===== src/tcw_pkg.sv =====
// Purpose: Shared constants and types for the timer waveform/enable control block
// Assumes: 32-bit register port, word addresses are byte offsets on 4-byte steps
// Notes:   Bit positions of control_a follow the documented layout

package tcw_pkg;

  // Register byte offsets
  localparam logic [7:0] OFS_CONTROL_A  = 8'h00;
  localparam logic [7:0] OFS_DIRECTION  = 8'h04;
  localparam logic [7:0] OFS_PERIOD     = 8'h08;
  localparam logic [7:0] OFS_CH0_CMP    = 8'h0C;
  localparam logic [7:0] OFS_CH1_CMP    = 8'h10;
  localparam logic [7:0] OFS_COUNT      = 8'h14;
  localparam logic [7:0] OFS_SYNC_BUSY  = 8'h18;

  // control_a, sync busy and direction field positions
  localparam int CA_ENABLE_BIT   = 1;
  localparam int CA_WIDTH_LSB    = 2;
  localparam int CA_WAVE_LSB     = 5;
  localparam int SB_ENABLE_BIT   = 1;
  localparam int DIR_BIT         = 0;

  // Reset values
  localparam logic [1:0]  WAVE_RST   = 2'h0;
  localparam logic [1:0]  WIDTH_RST  = 2'h0;
  localparam logic [7:0]  PERIOD_RST = 8'hFF;
  localparam logic [31:0] ZERO32     = 32'h0000_0000;

  // Counter maxima
  localparam logic [31:0] MAX8  = 32'h0000_00FF;
  localparam logic [31:0] MAX16 = 32'h0000_FFFF;
  localparam logic [31:0] MAX32 = 32'hFFFF_FFFF;

  // Clocks from enable write until the timer state follows it
  localparam logic [1:0] SYNC_CYCLES = 2'h3;

  // Waveform operations
  typedef enum logic [1:0] {
    NORMAL_FREQ_WAVE        = 2'h0,
    MATCH_FREQ_WAVE         = 2'h1,
    NORMAL_PULSE_WIDTH_WAVE = 2'h2,
    MATCH_PULSE_WIDTH_WAVE  = 2'h3
  } tcw_wave_type;

  // Counter widths
  typedef enum logic [1:0] {
    WIDTH16_COUNTING = 2'h0,
    WIDTH8_COUNTING  = 2'h1,
    WIDTH32_COUNTING = 2'h2,
    WIDTH_RESERVED   = 2'h3
  } tcw_width_type;

endpackage : tcw_pkg


===== src/tcw_timer_ctrl.sv =====
// Purpose: Timer/counter control: width, waveform operation, delayed enable
// Assumes: Single clock, strobes from same-domain logic, one-cycle read latency
// Notes:   Enable takes effect after SYNC_CYCLES clocks, tracked by sync busy
//
// Contract
// - A two-bit selector picks frequency (0x0, 0x1) or pulse-width (0x2, 0x3) generation.
// - Frequency operations toggle the output on match and leave it alone on wraparound.
// - Match-frequency and match-PWM use channel 0 compare as top, the others the normal top.
// - Normal operations in 8-bit width use the period value as top.
// - Normal operations in 16- or 32-bit width use the maximum count as top.
// - PWM clears on match and sets on wrap counting up, and the opposite counting down.
// - Waveform selector writes apply directly and only while the timer is disabled.
// - Width field decodes 0x0 as 16-bit, 0x1 as 8-bit, 0x2 as 32-bit; 0x3 is reserved.
// - Width field writes apply directly and only while the timer is disabled.
// - The timer follows a written enable bit only after a synchronisation delay.
// - A read returns the newly written enable bit at once.
// - Writing the enable bit sets the enable sync busy flag.
// - The enable sync busy flag clears when the enable or disable has finished.
// - Enable bit writes are taken whether the timer is on or off.
// - Enable-protected fields ignore writes while the timer is enabled.
// - Direction bit 0 means counting up and 1 counting down for PWM decisions.

`timescale 1ns/1ps

module tcw_timer_ctrl (
  input  wire logic        sys_clk_in,
  input  wire logic        arst_n_in,
  input  wire logic [7:0]  addr_in,
  input  wire logic [31:0] wdata_in,
  input  wire logic        wr_in,
  input  wire logic        rd_in,
  output logic      [31:0] rdata_out,
  output logic             wave_out,
  output logic             active_out
);

  typedef struct packed {
    tcw_pkg::tcw_wave_type  wave;
    tcw_pkg::tcw_width_type width;
    logic                   en_bit;
    logic                   active;
    logic                   busy;
    logic [1:0]             sync_cnt;
    logic                   dir;
    logic [7:0]             period;
    logic [31:0]            cmp0;
    logic [31:0]            cmp1;
    logic [31:0]            count;
    logic                   wave_lvl;
    logic [31:0]            rdata;
  } tcw_state_type;

  tcw_state_type state_ff;
  tcw_state_type nxt_state;
  logic          rst_meta_ff;
  logic          rst_sync_n_ff;

  // Reset release through two flops; assertion stays asynchronous
  always_ff @(posedge sys_clk_in or negedge arst_n_in)
  begin
    if (!arst_n_in)
    begin
      rst_meta_ff   <= 1'b0;
      rst_sync_n_ff <= 1'b0;
    end
    else
    begin
      rst_meta_ff   <= 1'b1;
      rst_sync_n_ff <= rst_meta_ff;
    end
  end

  // Helper values derived from current state
  logic [31:0] width_mask;
  logic [31:0] top_val;
  logic [31:0] match_val;
  logic        is_pwm;
  logic        is_match_top;
  logic        hit_match;
  logic        hit_wrap;
  logic        protected_ok;

  always_comb
  begin
    // Reserved width falls back to 16-bit; never programmed by software
    // width decode
    unique case (state_ff.width)
      tcw_pkg::WIDTH8_COUNTING:  width_mask = tcw_pkg::MAX8;
      tcw_pkg::WIDTH32_COUNTING: width_mask = tcw_pkg::MAX32;
      default:                   width_mask = tcw_pkg::MAX16;
    endcase

    is_pwm       = state_ff.wave[1];
    is_match_top = state_ff.wave[0];

    if (is_match_top)
    begin
      top_val = state_ff.cmp0 & width_mask;
    end
    else if (state_ff.width == tcw_pkg::WIDTH8_COUNTING)
    begin
      top_val = {24'h00_0000, state_ff.period};
    end
    else
    begin
      top_val = width_mask;
    end

    // Match-PWM uses channel 0 as period, so the duty compare is channel 1
    if (state_ff.wave == tcw_pkg::MATCH_PULSE_WIDTH_WAVE)
    begin
      match_val = state_ff.cmp1 & width_mask;
    end
    else
    begin
      match_val = state_ff.cmp0 & width_mask;
    end

    hit_match = state_ff.active && (state_ff.count == match_val);
    hit_wrap  = state_ff.active &&
                (state_ff.dir ? (state_ff.count == tcw_pkg::ZERO32) : (state_ff.count == top_val));

    protected_ok = !state_ff.en_bit && !state_ff.active;
  end

  // Next-state logic for registers, sync tracking, counter and output
  always_comb
  begin
    nxt_state       = state_ff;
    nxt_state.rdata = tcw_pkg::ZERO32;

    // Sync countdown; the timer state follows once it expires
    // delayed enable
    if (state_ff.busy)
    begin
      if (state_ff.sync_cnt == 2'h1)
      begin
        nxt_state.active = state_ff.en_bit;
        nxt_state.busy   = 1'b0;
      end
      nxt_state.sync_cnt = state_ff.sync_cnt - 2'h1;
    end

    // Counter: wrap to the other end, else step by direction
    if (state_ff.active)
    begin
      if (hit_wrap)
      begin
        nxt_state.count = state_ff.dir ? top_val : tcw_pkg::ZERO32;
      end
      else if (state_ff.dir)
      begin
        nxt_state.count = (state_ff.count - 32'h0000_0001) & width_mask;
      end
      else
      begin
        nxt_state.count = (state_ff.count + 32'h0000_0001) & width_mask;
      end
    end

    // Output actions; wrap wins when both land on one clock
    if (is_pwm)
    begin
      if (hit_wrap)
      begin
        nxt_state.wave_lvl = !state_ff.dir;
      end
      else if (hit_match)
      begin
        nxt_state.wave_lvl = state_ff.dir;
      end
    end
    else
    begin
      if (hit_match)
      begin
        nxt_state.wave_lvl = !state_ff.wave_lvl;
      end
    end

    // Register writes
    if (wr_in)
    begin
      unique case (addr_in)
        tcw_pkg::OFS_CONTROL_A:
        begin
          nxt_state.en_bit   = wdata_in[tcw_pkg::CA_ENABLE_BIT];
          nxt_state.busy     = 1'b1;
          nxt_state.sync_cnt = tcw_pkg::SYNC_CYCLES;
          if (protected_ok)
          begin
            nxt_state.wave  = tcw_pkg::tcw_wave_type'(wdata_in[tcw_pkg::CA_WAVE_LSB +: 2]);
            nxt_state.width = tcw_pkg::tcw_width_type'(wdata_in[tcw_pkg::CA_WIDTH_LSB +: 2]);
          end
        end
        tcw_pkg::OFS_DIRECTION:
        begin
          nxt_state.dir = wdata_in[tcw_pkg::DIR_BIT];
        end
        tcw_pkg::OFS_PERIOD:
        begin
          nxt_state.period = wdata_in[7:0];
        end
        tcw_pkg::OFS_CH0_CMP:
        begin
          nxt_state.cmp0 = wdata_in;
        end
        tcw_pkg::OFS_CH1_CMP:
        begin
          nxt_state.cmp1 = wdata_in;
        end
        tcw_pkg::OFS_COUNT:
        begin
          // Software load goes straight to the counter
          nxt_state.count = wdata_in & width_mask;
        end
        default:
        begin
          // Unmapped or read-only: write dropped
        end
      endcase
    end

    // Register reads, answered on the next clock
    if (rd_in)
    begin
      unique case (addr_in)
        tcw_pkg::OFS_CONTROL_A:
        begin
          nxt_state.rdata[tcw_pkg::CA_WAVE_LSB +: 2]  = state_ff.wave;
          nxt_state.rdata[tcw_pkg::CA_WIDTH_LSB +: 2] = state_ff.width;
          nxt_state.rdata[tcw_pkg::CA_ENABLE_BIT]     = state_ff.en_bit;
        end
        tcw_pkg::OFS_DIRECTION:
        begin
          nxt_state.rdata[tcw_pkg::DIR_BIT] = state_ff.dir;
        end
        tcw_pkg::OFS_PERIOD:
        begin
          nxt_state.rdata[7:0] = state_ff.period;
        end
        tcw_pkg::OFS_CH0_CMP:
        begin
          nxt_state.rdata = state_ff.cmp0;
        end
        tcw_pkg::OFS_CH1_CMP:
        begin
          nxt_state.rdata = state_ff.cmp1;
        end
        tcw_pkg::OFS_COUNT:
        begin
          nxt_state.rdata = state_ff.count;
        end
        tcw_pkg::OFS_SYNC_BUSY:
        begin
          nxt_state.rdata[tcw_pkg::SB_ENABLE_BIT] = state_ff.busy;
        end
        default:
        begin
          nxt_state.rdata = tcw_pkg::ZERO32;
        end
      endcase
    end
  end

  // Whole state registered on one edge
  always_ff @(posedge sys_clk_in or negedge rst_sync_n_ff)
  begin
    if (!rst_sync_n_ff)
    begin
      state_ff.wave     <= tcw_pkg::NORMAL_FREQ_WAVE;
      state_ff.width    <= tcw_pkg::WIDTH16_COUNTING;
      state_ff.en_bit   <= 1'b0;
      state_ff.active   <= 1'b0;
      state_ff.busy     <= 1'b0;
      state_ff.sync_cnt <= 2'h0;
      state_ff.dir      <= 1'b0;
      state_ff.period   <= tcw_pkg::PERIOD_RST;
      state_ff.cmp0     <= tcw_pkg::ZERO32;
      state_ff.cmp1     <= tcw_pkg::ZERO32;
      state_ff.count    <= tcw_pkg::ZERO32;
      state_ff.wave_lvl <= 1'b0;
      state_ff.rdata    <= tcw_pkg::ZERO32;
    end
    else
    begin
      state_ff <= nxt_state;
    end
  end

  // Outputs straight from flops
  assign rdata_out  = state_ff.rdata;
  assign wave_out   = state_ff.wave_lvl;
  assign active_out = state_ff.active;

endmodule : tcw_timer_ctrl


===== config.mk =====
export PLATFORM = sky130hd
export DESIGN_NAME = tcw_timer_ctrl
export DESIGN_NICKNAME = d
export VERILOG_FILES = /design/src/tcw_pkg.sv /design/src/tcw_timer_ctrl.sv
export SDC_FILE = /design/constraint.sdc
export NUM_CORES = 1
export LEC_CHECK = 0
export BUFFER_PORTS_ARGS = -buffer_cell sky130_fd_sc_hd__buf_2
export CORE_ASPECT_RATIO = 0.9
export CORE_MARGIN = 4
export CORE_UTILIZATION = 40
export DETAILED_ROUTE_END_ITERATION = 10
export GPL_ROUTABILITY_DRIVEN = 0
export GPL_TIMING_DRIVEN = 0
export PLACE_DENSITY_LB_ADDON = 0.25
export SETUP_SLACK_MARGIN = 0.15
export SLEW_MARGIN = 20
export SYNTH_ARGS = -nofsm -noshare
export SYNTH_HDL_FRONTEND = slang
export SYNTH_SLANG_ARGS = --single-unit

===== constraint.sdc =====
create_clock -name sys_clk_in -period 4.1 [get_ports sys_clk_in]
set_input_delay 0.41 -clock sys_clk_in [delete_from_list [all_inputs] [get_ports sys_clk_in]]
set_output_delay 0.41 -clock sys_clk_in [all_outputs]
set_load 0.01 [all_outputs]

==> impl_metrics.ini, run 1 <==
[grt]
grt-ovfl-total = 0
grt_pass1_wl_microns = 57800
track_usage = 0.248
first_global_vias = 9736
grt_max_degree = 57
antenna_found_initial = 0

[detailed_routing]
drt_pass1_iterations = 6
drt-total-wl_microns = 37400
drc = 0
wl_per_cell_microns = 21.6
vias_per_cell = 5.95
drtAntennaViolNets = 0
drt_iter0_drc = 1259
vias = 10300

[clock_tree]
clockBufferDepth = 2
clkTransAtPathRegs_ps = 70
cts.sinks = 149
ctsResizeCount = 0
clk_latency_ps = 440
cts_made_buffers = 17
htree_levels = 4
root_buffer = clkbuf_16
cts_tree = done

[final_layout]
fill_cells = 2655
fin_area_sq_um = 12400
fin_nets = 1441
area_delta_synth_final_pct = 13.5
post-route-util = 0.460
n_antenna_cell = 0
seqCellArea_sq_um = 3740
drive_gt1_frac = 0.183
multi_input_area_sq_um = 6440
finalNonFillerCells = 1732

[floorplan]
initial_core_util = 0.405
num_io_pins = 78
coreArea_sq_um = 27000
die_y_microns = 165
die_w_microns = 182
num_rows = 57
dieArea_sq_um = 30000

[power]
peakVddDrop_uv = 159
p_total_mw = 4.05
p_leak_nw = 5.53
power.density_nw_per_um2 = 327

[place]
place_worst_setup_slack_ps = 509
place_area_sq_um = 11800
portBuffers = 77
dp_hpwl_microns = 28400
dp_cells = 1699

[sta]
relSlewSlack = 0.327
finalSetupViolCount = 0
timing.fmax_ghz = 0.272
final-max-slew-violation-count = 0
tightest_slew_ps = 1010
finalHoldViolCount = 0
skew_ps = 12.0
fin_ws_ps = 422
period_minus_slack_ps = 3680
setup_tns_ps = 0
period_share = 0.897
hold_ws_ps = 246
rsz0062_at_grt = no

[synthesis]
synth.distinct_cells = 72
syn_area_per_cell_sq_um = 8.63
synth.cell_area_sq_um = 10900
synth-async-reset-ratio = 1.00
synth_cells = 1265
yosys_warnings = 0
ys_ff_latch = 149
synth_top_flop_cell = dfrtp_1
syn-num-nets = 1341
ys_seq_area_frac = 0.342
synth_edf_count = 0

[critical_path]
r2r-start = state_ff[143]$_DFFE_PN0P_
critical_path_class = reg -> reg
crit_start = state_ff[143]$_DFFE_PN0P_
worst_setup_path_start_kind = flop
worstPathArrival_ps = 4040
worstPathRequired_ps = 4460
path_max_fanout = 10
cp-end-kind = flop

[run_status]
outcome = finished clean

[hold_path]
hp-class = in -> reg
min_from = wdata_in[3]

[job]
drv_cap = 0
-- final timing paths --
path                                             end  slack [ps]  depth (start not counted)
setup / recovery                wave_out$_DFFE_PN0P_         420                         12
hold reg to reg              rst_sync_n_ff$_DFF_PN0_         360                          0
setup reg to reg                wave_out$_DFFE_PN0P_         420                         12
max in group asynchronous  state_ff[131]$_DFFE_PN1P_        2920                          1
hold / removal                state_ff[36]$_DFF_PN0_         250                          3
min in group asynchronous      rst_meta_ff$_DFF_PN0_         280                          2
-- state kept, by name, summed over array words and instances, names as in the netlist --
name	cells
wave_out	1
rst_meta_ff	1
is_match_top	1
is_pwm	1
active_out	1
rst_sync_n_ff	1
state_ff	111
rdata_out	32
-- placed cells by master, fill, tap and decap left out, types with 9 or more instances in the layout --
cell / count
a211oi_1: 10
a21boi_0: 24
a21o_1: 16
a21oi_1: 104
a22o_1: 24
a31oi_1: 28
and3_1: 30
buf_2: 85
buf_4: 32
clkbuf_1: 85
clkbuf_16: 17
dfrtp_1: 139
ha_1: 31
inv_1: 22
mux2_2: 76
mux2i_1: 19
nand2_1: 99
nand2b_1: 18
nand3_1: 31
nand4_1: 18
nor2_1: 112
nor2b_1: 12
nor3_1: 26
nor4_1: 12
o21ai_0: 83
o221ai_1: 9
or4bb_1: 11
xnor2_1: 31
xor2_1: 37
-- where the power goes --
| part | internal, mW | switching [mW] | total, mW |
|---|---|---|---|
| Combinational | 0.323 | 0.509 | 0.832 |
| Sequential | 1.56 | 0.127 | 1.68 |
| Clock | 0.852 | 0.680 | 1.53 |
-- worst max-delay path: stages (launching register included) --
cell,delay (ps)
dfrtp_1,350
buf_2,180
nor2b_1,420
clkbuf_1,370
clkbuf_1,330
o21ai_0,190
xor2_1,330
nand3_1,130
nor4_1,510
nand4_1,270
xnor2_1,220
o22ai_1,100
a21oi_1,160
-- per-layer routing --
layer  vias to the layer above  routed length, microns  GRT usage
li1                       4767                       -          -
met1                      4938                   16300      0.354
met2                       536                   16400      0.386
met3                        72                    3600     0.0427
met4                         0                    1090     0.0761
met5                         -                       0          0
-- cells in the mapped netlist (all sizes together), types with 9 or more instances --
library cell | instances | share of area
a211oi | 10 | 0.0069
buf | 47 | 0.031
xor2 | 37 | 0.030
or4bb | 11 | 0.011
nand3 | 31 | 0.014
nor4 | 12 | 0.0069
nor3 | 27 | 0.013
nand2 | 99 | 0.034
nor2 | 112 | 0.039
a22o | 24 | 0.019
o221ai | 9 | 0.0072
inv | 22 | 0.0076
a31oi | 28 | 0.016
xnor2 | 31 | 0.025
o21ai | 84 | 0.039
mux2i | 19 | 0.017
mux2 | 76 | 0.078
dfrtp | 141 | 0.32
a21boi | 24 | 0.017
nand2b | 18 | 0.010
clkbuf | 84 | 0.029
nand4 | 18 | 0.010
a21oi | 104 | 0.048
nor2b | 12 | 0.0069
ha | 31 | 0.036
a21o | 16 | 0.011
and3 | 31 | 0.018
-- cell type report --
class,instances,area share
clock inverters,11,0.00828
clock buffers,21,0.0363
plain buffers,131,0.0531
repair buffers,81,0.0380
multi-input cells,962,0.520
inverters,23,0.00697
flip-flops and latches,149,0.302
well taps,354,0.0357
-- logic make-up (layout without fill, tap and decap cells) --
group / after synthesis / count (layout) / share of synthesized area
and+or+nand+nor: 400 / 400 / 0.187
AOI/OAI and AO/OA: 365 / 365 / 0.212
buffers and inverters: 154 / 267 / 0.0682
DFF: 149 / 149 / 0.342
muxes: 96 / 96 / 0.0979
xor gates and xnor gates: 68 / 68 / 0.0545
adders and majority gates: 32 / 32 / 0.0374
other: 1 / 1 / 0.000343
-- what timing repair did --
item	4_1_cts	5_1_grt
endpoints found under the hold margin	2	0
hold buffers	1	0
buffers inserted	0	0
(Power assumes the default switching activity.)
==> inputs of run 2 (changes only) <==
Settings changed: BUFFER_PORTS_ARGS -buffer_cell sky130_fd_sc_hd__buf_2 to unset, DONT_BUFFER_PORTS set to 1.
==> impl_metrics.ini, run 2 (synthesized netlist as in run 1, its figures left out) <==
[clock_tree]
clk_latency_ps = 440
cts.sinks = 149
root_buffer = clkbuf_16
cts_made_buffers = 17
clkTransAtPathRegs_ps = 70
clockBufferDepth = 2
cts_tree = done
htree_levels = 4

[grt]
grt_max_degree = 57
first_global_vias = 9730
antenna_found_initial = 0
grt-ovfl-total = 0
track_usage = 0.251
grt_pass1_wl_microns = 58600

[sta]
skew_ps = 13.0
rsz0062_at_grt = no
timing.fmax_ghz = 0.266
finalSetupViolCount = 0
finalHoldViolCount = 0
period_share = 0.918
final-max-slew-violation-count = 0
relSlewSlack = 0.295
tightest_slew_ps = 1050
setup_tns_ps = 0
period_minus_slack_ps = 3760

[floorplan]
coreArea_sq_um = 27000
initial_core_util = 0.405
num_rows = 57
die_w_microns = 182
die_y_microns = 165
num_io_pins = 78
dieArea_sq_um = 30000

[power]
p_switching_mw = 1.26
peakVddDrop_uv = 271
p_leak_nw = 5.20
clkPwrFrac = 0.397
intPower_mw = 2.83
power.density_nw_per_um2 = 339
p_total_mw = 4.09
switching_share = 0.309
pwr-share-comb = 0.192
power.share.sequential = 0.411

[place]
portBuffers = 0
place_area_sq_um = 11400
dp_hpwl_microns = 28500
dp_cells = 1622

[critical_path]
worstPathRequired_ps = 4390
path_max_fanout = 10
worstPathArrival_ps = 4060
cp-end-kind = flop
critical_path_class = reg -> reg
worst_setup_path_start_kind = flop
regToRegSetupSlack_ps = 340

[final_layout]
area_delta_synth_final_pct = 10.4
largest_reg_flops = 111
mostFrequentLayoutCells = 139 x dfrtp_1, 112 x nor2_1, 104 x a21oi_1, 99 x nand2_1, 83 x o21ai_0
drive_gt1_frac = 0.137
registers.top_by_ff_count = state_ff
fin_area_sq_um = 12100
fin_nets = 1363
finalNonFillerCells = 1654
fill_cells = 2661
mostFrequentLayoutCell = dfrtp_1
post-route-util = 0.447
n_antenna_cell = 0

[detailed_routing]
drt_iter0_drc = 1414
drc = 0
drt_pass1_iterations = 7
wl_per_cell_microns = 22.9
vias_per_cell = 6.09
drt-total-wl_microns = 37800
vias = 10100
drtAntennaViolNets = 0

[job]
drv_cap = 0

[run_status]
outcome = finished clean

[hold_path]
hp-class = in -> reg
==> run 2: cell count changes in the layout (fill, tap and decap cells not counted), sizes merged <==
cell	previous run	this run
clkinvlp	6	4
bufinv	1	2
buf	127	50
==> run 2: power by group through the flow <==
stage | logic [mW] | registers [mW] | clock network, mW
detailed placement | 0.765 | 1.70 | 0
CTS | 0.771 | 1.68 | 1.63
global placement | 0.717 | 1.73 | 0
floorplan | 0.568 | 1.67 | 0
global route | 0.864 | 1.69 | 1.70
finish | 0.784 | 1.68 | 1.63
==> run 2: per-stage QoR <==
stage	hold slack (ps)	setup slack (ps)
2_1_floorplan	114	873
3_3_place_gp	114	-185
3_5_place_dp	114	346
4_1_cts	90.4	302
5_1_grt	104	158
6_report	95.6	338
==> run 2: layout make-up <==
cell class	count	area [sq um]	share of cell area
Tap cell	354	443	0.0367
Clock inverter	10	118	0.00976
Inverter	23	86.3	0.00716
Buffer	130	654	0.0543
Timing Repair Buffer	4	85.1	0.00706
Clock buffer	22	484	0.0402
Sequential cell	149	3740	0.311
Multi-Input combinational cell	962	6440	0.534
==> run 2: path summary, 6_finish.rpt <==
path	startpoint	endpoint	cells past startpoint
max reg2reg	state_ff[143]$_DFFE_PN0P_	wave_out$_DFFE_PN0P_	12
max	state_ff[143]$_DFFE_PN0P_	wave_out$_DFFE_PN0P_	12
min reg2reg	rst_sync_n_ff$_DFF_PN0_	rdata_out[28]$_DFF_PN0_	0
max in group asynchronous	rst_sync_n_ff$_DFF_PN0_	state_ff[131]$_DFFE_PN1P_	1
min in group asynchronous	arst_n_in	rst_sync_n_ff$_DFF_PN0_	1
min	wdata_in[8]	state_ff[105]$_DFFE_PN0P_	2
==> run 2: critical path, cell delays in order (launching register included) <==
cell	delay [ps]
dfrtp_1	350
buf_2	180
nor2b_2	290
clkbuf_1	360
clkbuf_1	390
o21ai_0	190
xor2_1	370
nand3_1	140
nor4_1	580
nand4_1	320
xnor2_1	210
o22ai_1	160
a21oi_1	60
==> run 2: what timing repair did <==
action	4_1_cts	5_1_grt
hold endpoints to repair	2	0
gates resized for setup	0	1
endpoints found under the setup margin	0	1
hold buffers	1	0
setup buffers	0	0
==> run 2: metal layers <==
metal	vias up	routed length (microns)	part of all wire	global-route usage
li1	4603	-	-	-
met1	4901	16600	0.44	0.352
met2	495	16600	0.44	0.388
met3	77	3380	0.089	0.0506
met4	0	1170	0.031	0.0846
met5	-	0	0	0
